File: config.mk
export PLATFORM = sky130hd
export DESIGN_NAME = subtract_xor_swap_alu
export DESIGN_NICKNAME = d
export VERILOG_FILES = /design/src/alu_ops_pkg.sv /design/src/subtract_xor_swap_alu.sv
export SDC_FILE = /design/constraint.sdc
export NUM_CORES = 2
export LEC_CHECK = 0
export BUFFER_PORTS_ARGS = -buffer_cell sky130_fd_sc_hd__buf_4
export CORE_ASPECT_RATIO = 1.5
export CORE_UTILIZATION = 25
export DETAILED_ROUTE_END_ITERATION = 16
export MAX_ROUTING_LAYER = met4
export PLACE_DENSITY_LB_ADDON = 0.05
export SLEW_MARGIN = 20
export SYNTH_ARGS = -nofsm -noshare
export SYNTH_HDL_FRONTEND = slang
export SYNTH_SLANG_ARGS = --single-unit
File: constraint.sdc
create_clock -name clk -period 40.9 [get_ports clk]
set_input_delay 6.135 -clock clk [delete_from_list [all_inputs] [get_ports clk]]
set_output_delay 6.135 -clock clk [all_outputs]
set_load 0.02 [all_outputs]
File: src/alu_ops_pkg.sv
// Purpose: shared constants and types for the subtract / xor / swap datapath slice
// Assumes: 32-bit AHB-Lite register access, word transfers only
// Notes:   byte offsets below are the register map seen by software
package alu_ops_pkg;

    // ------------------------------------------------------------------
    // register map
    // ------------------------------------------------------------------
    localparam logic [11:0] CMD_OFS     = 12'h000;  // command, write runs one operation
    localparam logic [11:0] ACC_OFS     = 12'h004;  // accumulator
    localparam logic [11:0] FLAGS_OFS   = 12'h008;  // zero, digit carry, carry
    localparam logic [2:0]  FILE_REGION = 3'h1;     // addr[11:9], file window 0x200-0x3FC
    localparam int          FILE_DEPTH  = 128;

    // ------------------------------------------------------------------
    // reset values and encodings
    // ------------------------------------------------------------------
    localparam logic [7:0]  ACC_RESET   = 8'h00;
    localparam logic [7:0]  FILE_RESET  = 8'h00;
    localparam logic [31:0] CMD_RESET   = 32'h00000000;
    localparam logic [2:0]  FLAGS_RESET = 3'h0;
    localparam logic [31:0] RDATA_ZERO  = 32'h00000000;
    localparam logic        DEST_ACC    = 1'b0;
    localparam logic        DEST_FILE   = 1'b1;
    localparam logic        HRESP_OKAY  = 1'b0;

    typedef enum logic [2:0] {
        literal_minus_acc_op = 3'h0,
        acc_xor_literal_op   = 3'h1,
        reg_minus_acc_op     = 3'h2,
        acc_xor_reg_op       = 3'h3,
        nibble_swap_op       = 3'h4
    } op_t;

    // command word: literal in [23:16], file address in [10:4], dest in [3], op in [2:0]
    typedef struct packed {
        logic [7:0] pad_hi;
        logic [7:0] literal;
        logic [4:0] pad_mid;
        logic [6:0] addr;
        logic       dest;
        logic [2:0] op;
    } cmd_t;

    // status flags as read at FLAGS_OFS: bit2 zero, bit1 digit carry, bit0 carry
    typedef struct packed {
        logic zero;
        logic digit_carry_flag;
        logic carry;
    } flags_t;

    typedef struct packed {
        logic       carry;
        logic       digit_carry_flag;
        logic [7:0] value;
    } sub_result_t;

    typedef enum logic [1:0] {
        BUS_IDLE = 2'b01,
        BUS_WAIT = 2'b10
    } bus_state_t;

endpackage

File: src/subtract_xor_swap_alu.sv
// Purpose: datapath slice running subtract, xor and nibble swap with flag updates
// Assumes: one clock, asynchronous active-high reset, single AHB-Lite master
// Notes:   every transfer takes one wait state; command writes execute in it
`timescale 1ns/1ps

module subtract_xor_swap_alu (
    input  wire logic        clk,
    input  wire logic        reset,
    input  wire logic        hsel,
    input  wire logic [31:0] haddr,
    input  wire logic [1:0]  htrans,
    input  wire logic        hwrite,
    input  wire logic [2:0]  hsize,
    input  wire logic [31:0] hwdata,
    input  wire logic        hready,
    output logic      [31:0] hrdata,
    output logic             hreadyout,
    output logic             hresp
);
    import alu_ops_pkg::*;

    // ------------------------------------------------------------------
    // helper functions
    // ------------------------------------------------------------------

    // subtract b from a, carry and digit carry are the inverted borrows
    function automatic sub_result_t sub8(input logic [7:0] a, input logic [7:0] b);
        logic [8:0]  full;
        logic [4:0]  low;
        sub_result_t r;
        full = {1'b0, a} + {1'b0, ~b} + 9'h001;
        low  = {1'b0, a[3:0]} + {1'b0, ~b[3:0]} + 5'h01;
        r.value            = full[7:0];
        r.carry            = full[8];
        r.digit_carry_flag = low[4];
        return r;
    endfunction

    // true when the word address falls in the file register window
    function automatic logic in_file(input logic [31:0] a);
        return (a[31:12] == 20'h00000) && (a[11:9] == FILE_REGION);
    endfunction

    // ------------------------------------------------------------------
    // state
    // ------------------------------------------------------------------
    bus_state_t  state_q, state_d;
    logic [31:0] addr_q, addr_d;
    logic        write_q, write_d;
    logic        ready_q, ready_d;
    logic [31:0] rdata_q, rdata_d;
    logic        resp_q;

    logic [7:0]  acc_q, acc_d;
    flags_t      flags_q, flags_d;
    cmd_t        cmd_q, cmd_d;
    logic [7:0]  file_q [FILE_DEPTH];
    logic [7:0]  file_d [FILE_DEPTH];

    logic        exec;
    cmd_t        cmd_in;
    logic [7:0]  operand;
    sub_result_t sub_r;
    logic [7:0]  result;
    logic        to_acc_only;
    logic        keep_flags;
    logic        zero_only;

    // ------------------------------------------------------------------
    // bus slave
    // ------------------------------------------------------------------

    // take the address phase, then one wait state for write or read fetch
    always_comb begin
        state_d = state_q;
        addr_d  = addr_q;
        write_d = write_q;
        ready_d = ready_q;
        rdata_d = rdata_q;
        case (state_q)
            BUS_IDLE: begin
                ready_d = 1'b1;
                if (hsel && htrans[1] && hready) begin
                    addr_d  = haddr;
                    write_d = hwrite;
                    ready_d = 1'b0;
                    state_d = BUS_WAIT;
                end
            end
            BUS_WAIT: begin
                ready_d = 1'b1;
                state_d = BUS_IDLE;
                if (!write_q) begin
                    rdata_d = RDATA_ZERO;           // unmapped reads give zero
                    if (in_file(addr_q)) begin
                        rdata_d = {24'h000000, file_q[addr_q[8:2]]};
                    end else if (addr_q == {20'h00000, CMD_OFS}) begin
                        rdata_d = cmd_q;
                    end else if (addr_q == {20'h00000, ACC_OFS}) begin
                        rdata_d = {24'h000000, acc_q};
                    end else if (addr_q == {20'h00000, FLAGS_OFS}) begin
                        rdata_d = {29'h00000000, flags_q};
                    end
                end
            end
            default: begin
                state_d = BUS_IDLE;
                ready_d = 1'b1;
            end
        endcase
    end

    // bus registers, response is always okay
    always_ff @(posedge clk or posedge reset) begin
        if (reset) begin
            state_q <= BUS_IDLE;
            addr_q  <= 32'h00000000;
            write_q <= 1'b0;
            ready_q <= 1'b1;
            rdata_q <= RDATA_ZERO;
            resp_q  <= HRESP_OKAY;
        end else begin
            state_q <= state_d;
            addr_q  <= addr_d;
            write_q <= write_d;
            ready_q <= ready_d;
            rdata_q <= rdata_d;
            resp_q  <= HRESP_OKAY;
        end
    end

    assign hrdata    = rdata_q;
    assign hreadyout = ready_q;
    assign hresp     = resp_q;

    // ------------------------------------------------------------------
    // operation datapath
    // ------------------------------------------------------------------

    // a command write in the wait state runs one operation
    assign exec    = (state_q == BUS_WAIT) && write_q && (addr_q == {20'h00000, CMD_OFS});
    assign cmd_in  = cmd_t'(hwdata);
    assign operand = file_q[cmd_in.addr];

    // compute the result and how it affects flags
    always_comb begin
        sub_r       = sub8(operand, acc_q);
        result      = acc_q;
        to_acc_only = 1'b0;
        keep_flags  = 1'b1;
        zero_only   = 1'b0;
        case (op_t'(cmd_in.op))
            literal_minus_acc_op: begin
                sub_r       = sub8(cmd_in.literal, acc_q);
                result      = sub_r.value;
                to_acc_only = 1'b1;
                keep_flags  = 1'b0;
            end
            acc_xor_literal_op: begin
                result      = acc_q ^ cmd_in.literal;
                to_acc_only = 1'b1;
                keep_flags  = 1'b0;
                zero_only   = 1'b1;
            end
            reg_minus_acc_op: begin
                result     = sub_r.value;
                keep_flags = 1'b0;
            end
            acc_xor_reg_op: begin
                result     = acc_q ^ operand;
                keep_flags = 1'b0;
                zero_only  = 1'b1;
            end
            nibble_swap_op: begin
                result = {operand[3:0], operand[7:4]};
            end
            default: begin
                result = acc_q;                     // unused codes leave acc, flags and file unchanged
            end
        endcase
    end

    // next values of accumulator, flags, command and file registers
    always_comb begin
        acc_d   = acc_q;
        flags_d = flags_q;
        cmd_d   = cmd_q;
        file_d  = file_q;
        if (exec) begin
            cmd_d = cmd_in;
            if (op_t'(cmd_in.op) inside {literal_minus_acc_op, acc_xor_literal_op,
                                         reg_minus_acc_op, acc_xor_reg_op,
                                         nibble_swap_op}) begin
                if (to_acc_only || (cmd_in.dest == DEST_ACC)) begin
                    acc_d = result;
                end else begin
                    file_d[cmd_in.addr] = result;
                end
            end
            if (!keep_flags) begin
                flags_d.zero = (result == 8'h00);
                if (!zero_only) begin
                    flags_d.carry            = sub_r.carry;
                    flags_d.digit_carry_flag = sub_r.digit_carry_flag;
                end
            end
        end else if ((state_q == BUS_WAIT) && write_q) begin
            if (in_file(addr_q)) begin
                file_d[addr_q[8:2]] = hwdata[7:0];
            end else if (addr_q == {20'h00000, ACC_OFS}) begin
                acc_d = hwdata[7:0];
            end else if (addr_q == {20'h00000, FLAGS_OFS}) begin
                flags_d = flags_t'(hwdata[2:0]);
            end
        end
    end

    // datapath registers
    always_ff @(posedge clk or posedge reset) begin
        if (reset) begin
            acc_q   <= ACC_RESET;
            flags_q <= flags_t'(FLAGS_RESET);
            cmd_q   <= cmd_t'(CMD_RESET);
            for (int i = 0; i < FILE_DEPTH; i++) begin
                file_q[i] <= FILE_RESET;
            end
        end else begin
            acc_q   <= acc_d;
            flags_q <= flags_d;
            cmd_q   <= cmd_d;
            file_q  <= file_d;
        end
    end

endmodule

; Word-level counts from Yosys, hierarchy flattened
; Cells that the tools add are included.
[word_totals]
input_bits = 74
elab_cells = 248
output_inout_bits = 34
ff_bits = 1135
[op_classes]
mux = 42
magnitude_cmp = 4
n_reduce_logical = 26
n_addsub = 8
n_bitwise = 8
eq_ne = 17
[op_table]
columns = op, count
row1 = $mux 1024, 5
row2 = $bwmux 1024, 2
row3 = $bmux 8 s7, 2
row4 = $demux 8 s7, 2
row5 = $mux 8, 13
row6 = $mux 32, 2
row7 = $pmux 8 s5, 1
row8 = $eq 32x3->1 const B, 1
row9 = $eq 32x4->1 const B, 1
row10 = $logic_not 32->1, 1
row11 = $mux 3, 7
row12 = $logic_not 20->1, 1
row13 = $add 8x8->9, 2
row14 = $add 9x1->9 const B, 2
row15 = $ge 8x8->1 const B, 2
row16 = $lt 8x1->1 const B, 2
row17 = $not 7->8, 2
row18 = $xor 8x8->8, 2
row19 = $ne 2x2->1 const B, 6
row20 = $add 4x4->5, 2
row21 = $add 5x1->5 const B, 2
row22 = $mux 10, 1
row23 = $reduce_and 5->1, 2
row24 = $logic_not 8->1, 1
row25 = 21 further kinds, 41

; Longest topological paths before layout
[logic_depth]
depth_word = 11
depth_mapped = 26

; Least setup slack after synthesis
; Ideal clock, no wire load.
[synth_path]
kind = input to register
start = input hwdata[6]
end = register file_q[438] (netlist name)
path_buffers = 8
slack_ps = 30335
cell_stages = 24
arrival_ps = 10439
path_cell_list = buf_4 > buf_6 > buf_6 > buf_6 > buf_2 > buf_2 > mux2i_1 > a22oi_1 > a31oi_1 > nand4_1 > nand4_1 > ha_1 > inv_1 > fa_1 > a21o_1 > a21oi_1 > o21ai_0 > xor2_1 > a2111oi_0 > a2111oi_2 > buf_2 > buf_1 > a21oi_1 > a21oi_1
[synth_via]
elab_chain_cells = 11
elab_cells_between_ends = 20
[synth_lines]
columns = element, line
row1 = from (decl), subtract_xor_swap_alu.sv:14  ; input wire logic [31:0] hwdata,
row2 = $not 7->8 (not written as such), "subtract_xor_swap_alu.sv:143, subtract_xor_swap_alu.sv:197"
row3 = $bmux 8 s7, subtract_xor_swap_alu.sv:143  ; assign operand = file_q[cmd_in.addr];
row4 = $mux 8 (not written as such) (2 in series), subtract_xor_swap_alu.sv:143
row5 = $add 8x8->9, subtract_xor_swap_alu.sv:31  ; full = {1'b0, a} + {1'b0, ~b} + 9'h001;
row6 = $add 9x1->9, subtract_xor_swap_alu.sv:31
row7 = $pmux 8 s5, subtract_xor_swap_alu.sv:152  ; case (op_t'(cmd_in.op))
row8 = $bwmux 1024, subtract_xor_swap_alu.sv:197  ; file_d[cmd_in.addr] = result;
row9 = $mux 1024, subtract_xor_swap_alu.sv:194  ; if (to_acc_only || (cmd_in.dest == DEST_ACC)) begin
row10 = $mux 1024, subtract_xor_swap_alu.sv:191  ; if (op_t'(cmd_in.op) inside {literal_minus_acc_op, acc_xor_literal_op,
row11 = $mux 1024 *, subtract_xor_swap_alu.sv:189  ; if (exec) begin
row12 = to (signal assigned), subtract_xor_swap_alu.sv:231  ; file_q <= file_d;
row13 = to (decl), subtract_xor_swap_alu.sv:57  ; logic [7:0] file_q [FILE_DEPTH];
; Every way passes the cells marked *; elsewhere a longest branch is shown, timed or not. The select of a mux whose other input is x is not followed.
; A chain may end at the register's enable or synchronous reset.

; Worst setup path after layout
[layout_path]
start = input hwdata[6]
end = register file_q[484] (netlist name)
[layout_via]
elab_chain_cells = 11
elab_cells_between_ends = 17
[layout_lines]
columns = element, line
row1 = $not 7->8 (not written as such) *, "subtract_xor_swap_alu.sv:143, subtract_xor_swap_alu.sv:197"
row2 = $bmux 8 s7, subtract_xor_swap_alu.sv:143
row3 = $mux 8 (not written as such) (2 in series), subtract_xor_swap_alu.sv:143
row4 = $add 8x8->9, subtract_xor_swap_alu.sv:31
row5 = $add 9x1->9, subtract_xor_swap_alu.sv:31
row6 = $pmux 8 s5, subtract_xor_swap_alu.sv:152
row7 = $bwmux 1024 *, subtract_xor_swap_alu.sv:197
row8 = $mux 1024 *, subtract_xor_swap_alu.sv:194
row9 = $mux 1024 *, subtract_xor_swap_alu.sv:191
row10 = $mux 1024 *, subtract_xor_swap_alu.sv:189
; Marks and branches as above.

==> summary.txt <==
Power and ir drop
  – Final Total Pwr: 3.04 mW
  – Internal Pwr Total: ~2 mW
  – Pwr/cell area: 37.9 nW/µm²
  – Flop pwr share: between 30% and 40%
  – VDD IR-drop max: 0.0249 mV
  – Leak: between 20 and 30 nW
  – Combinational fraction of design power: between 15 and 20%
  – Net Switching: 998 µW
  – Sw Share: around 33%
  – Clock power frac: between 40 and 50%

STA
  – Post-route minimum period: approximately 16,000 ps
  – Final setup fails: 0
  – RSZ-0062 raised after global routing: no
  – Setup TNS after final layout: 0 ps
  – Slew HR: under 10%
  – Fin. max-slew vios: 0
  – Fmax: 62.4 MHz
  – Post-Route Skew: roughly 35 ps
  – Fin worst setup slack: roughly 25,000 ps
  – Slew @ Worst Pin: 1470 ps
  – Fin. Hold Viols: 0
  – Tcrit/Tclk final: between 30% and 40%

Place
  – Final HPWL DP: around 290 mm
  – Placed Cells: between 10k and 15k
  – GPL Wtd Cong: about 0.90
  – Port bufs: a little over 100
  – Pre-CTS setup slack: between 20,000 and 25,000 ps
  – Cell Area, Placed: roughly 75,000 µm²

Floorplan
  – IO Count: 108
  – Die Height: 651 µm
  – Core Rows: 237
  – Initial Utilization: between 20% and 30%
  – Die ar.: between 200,000 and 300,000 µm²
  – Die width: between 400 and 500 µm
  – Core area: approximately 280,000 µm²

Route
  – Average wire per standard cell: approximately 40 µm
  – DR pass1 iterations: 8
  – WL final: between 400 and 500 mm
  – Vias per cell: a little over 6
  – Number of routed nets with antenna violations: 0
  – First DRT Iteration DRCs: around 7.7k
  – Via count: 66.3k
  – Drt drc: 0

GRT
  – Initial antenna violation count: 33
  – Gr busiest metal: met2
  – Largest net degree at the start of global routing: 140
  – Vias in the first global route: 64.0k
  – Global-route usage over all layers: between 30% and 40%
  – Met1 Usage GRT: a little under two fifths
  – M2 GR Usage: roughly half
  – Grt ovf: 0
  – Met3 GRT Util: under 10%
  – Global-route wire length before repair: roughly 600 mm

Synth
  – Yosys cell types: 96
  – YS warnings: 0
  – Mapped Nets: around 7.1k
  – Synth top area cells: dfrtp_1 (40%), mux4_2 (13%), o221ai_1 (6.5%)
  – EDFF count, synth: 0
  – Top-count cell post-synth: dfrtp_1
  – Netlist Area Pre-Place: between 70,000 and 80,000 µm²
  – Top post-synthesis cells by count: dfrtp_1 (1,133), a21oi_1 (899), nor2_1 (858), nand2_1 (671), o221ai_1 (521)
  – Share of the synthesized area in the top cell type: 40.4%
  – Yosys reg bits: 1,135
  – Post-synth ARST share: 100%
  – Synthesized area per cell: approximately 10 µm²
  – Seq/Total Area, Yosys: between 40% and 50%
  – Cell taking the most area after synthesis: dfrtp_1
  – Synth Flop Type: dfrtp_1
  – Post-Synthesis Cells: 7,005

Clocking
  – CTS buffer count: between 100 and 150
  – Max clock buf depth: 4
  – CTS tree: done
  – CTS Sinks: around 1.1k
  – Clock slew at reported path FFs: roughly 50 ps
  – Hold Buf Count CTS: 0
  – Post-CTS Setup Inserts: 0
  – Clock Tree Root: clkbuf_16
  – Worst skew pair latency: 870 ps
  – Post-cts resize count: 0
  – CTS H-tree depth: 4

Hold path
  – Hold crit path type: reg -> reg
  – WHS Endpoint: addr_q[18]$_DFFE_PP0P_
  – Worst Hold Path Cells: 2
  – Hold Startpoint: addr_q[18]$_DFFE_PP0P_

Worst setup path
  – R2r setup slk: 32,640 ps
  – Critical path fanouts, max: 44
  – Worst Setup Start Kind: input pin
  – R2R cell count: 19
  – Crit. End Element: flop
  – Crit Path Class: in -> reg
  – Worst r2r src: file_q[105]$_DFFE_PP0P_
  – R2r endpoint: file_q[484]$_DFFE_PP0P_
  – Worst Path Arrival: between 15,000 and 20,000 ps
  – CP Data Required Time: 41,630 ps

Final layout
  – Reg area: 28,400 µm²
  – Area of the multi-input gates: about 39,000 µm²
  – Share of cells above drive strength 1: a little under a fifth
  – Design Area, Final: roughly 80,000 µm²
  – Fill cells: around 29k
  – Non-Filler Instances: roughly 11k
  – Layout Nets: 6,970
  – Area growth syn-to-layout: 14.3%

Flow run
  – Max-cap violations: 0

Outcome
  – Status: complete, no violations
## stage by stage
step / hold WS, ps / utilization [%]
after floorplan: 437 / -
after global placement: 451 / 27.1
after detailed placement: 458 / 27.1
after CTS: 476 / 28.7
after global routing: 492 / 28.8
final: 470 / 28.8
## worst max-delay path, cell delays in order
cell	delay, ps
buf_8	240
buf_4	670
buf_4	680
buf_4	570
nand3b_1	890
o22ai_1	750
nor4_2	250
a22oi_1	930
nand2_1	450
fa_1	530
a21o_1	180
a21oi_1	360
xnor2_1	130
a22oi_1	160
nor2_1	80
a21oi_1	130
a2bb2oi_1	130
o221ai_4	690
buf_4	810
buf_4	550
buf_4	670
o221ai_1	230
o21a_1	150
## power groups by stage
stage	registers [mW]	logic, mW	clock network [mW]
2_1_floorplan	1.17	0.274	0
3_5_place_dp	1.19	0.510	0
6_report	1.17	0.518	1.35
5_1_grt	1.17	0.524	1.41
4_1_cts	1.17	0.511	1.38
3_3_place_gp	1.19	0.509	0
## sequential cells by signal, indices dropped and copies added (netlist names)
name / flops
file_q: 1024
state_q: 2
hreadyout: 1
addr_q: 32
write_q: 1
acc_q: 8
cmd_q: 32
hrdata: 32
flags_q: 3
## worst max-delay path by stage
stage | startpoint | to | cells after the start | slack [ps]
final | hwdata[6] | file_q[484]$_DFFE_PP0P_ | 23 | 24860
after global routing | hwdata[6] | file_q[348]$_DFFE_PP0P_ | 23 | 24990
after CTS | hwdata[6] | file_q[484]$_DFFE_PP0P_ | 23 | 25290
after detailed placement | hwdata[6] | file_q[316]$_DFFE_PP0P_ | 23 | 24390
after global placement | hwdata[6] | file_q[500]$_DFFE_PP0P_ | 23 | 24470
after floorplan | reset | acc_q[0]$_DFFE_PP0P_ | 1 | 2800
## routing by layer
layer	vias to the layer above	share of wire, %
li1	26954	-
met1	35406	39
met2	3105	48
met3	817	6.2
met4	0	6.9
met5	-	0
## final cells by class
class                      count  share of cell area (%)
sequential                  1135                    35.5
clock inverter                30                   0.326
tap                         3704                    5.78
inverter                      23                   0.125
antenna                       29                  0.0906
multi-input combinational   5142                    48.6
timing repair buffer         423                    4.18
clock buffer                 221                    5.48
## cell usage in the layout, fill, tap and decap left out, drive strengths merged, types with 12 or more instances in the layout
cell	Yosys	routed
diode	0	29
clkbuf	323	221
dfrtp	1133	1133
buf	382	423
o21a	517	517
nor2	860	860
nand3b	17	17
o32ai	85	85
nand4	12	12
a31oi	43	43
o22a	65	65
xnor2	12	12
nand2	672	672
a221o	25	25
o2bb2ai	16	16
and3b	14	14
inv	19	20
o221ai	521	521
ha	20	20
o21ai	78	78
nor4	14	14
a21oi	899	899
nor3	18	18
a22oi	81	81
mux2	95	95
a211oi	29	29
o22ai	129	129
nand2b	16	16
a22o	42	42
mux4	407	407
mux2i	146	146
a221oi	112	112
nor2b	19	19
nand3	25	25
clkinv	4	29
## logic make-up after synthesis
logic type / Yosys count / synth area share (%)
adder cells (fa/ha/maj): 22 / 0.414
AND/OR/NAND/NOR: 1726 / 10.1
flip-flops: 1135 / 40.5
XOR/XNOR: 17 / 0.212
buffers and inverters: 728 / 4.82
AO/OA/AOI/OAI: 2728 / 27.3
other: 1 / 0.00535
multiplexers: 648 / 16.7
Power figures use the tool's default switching activity.
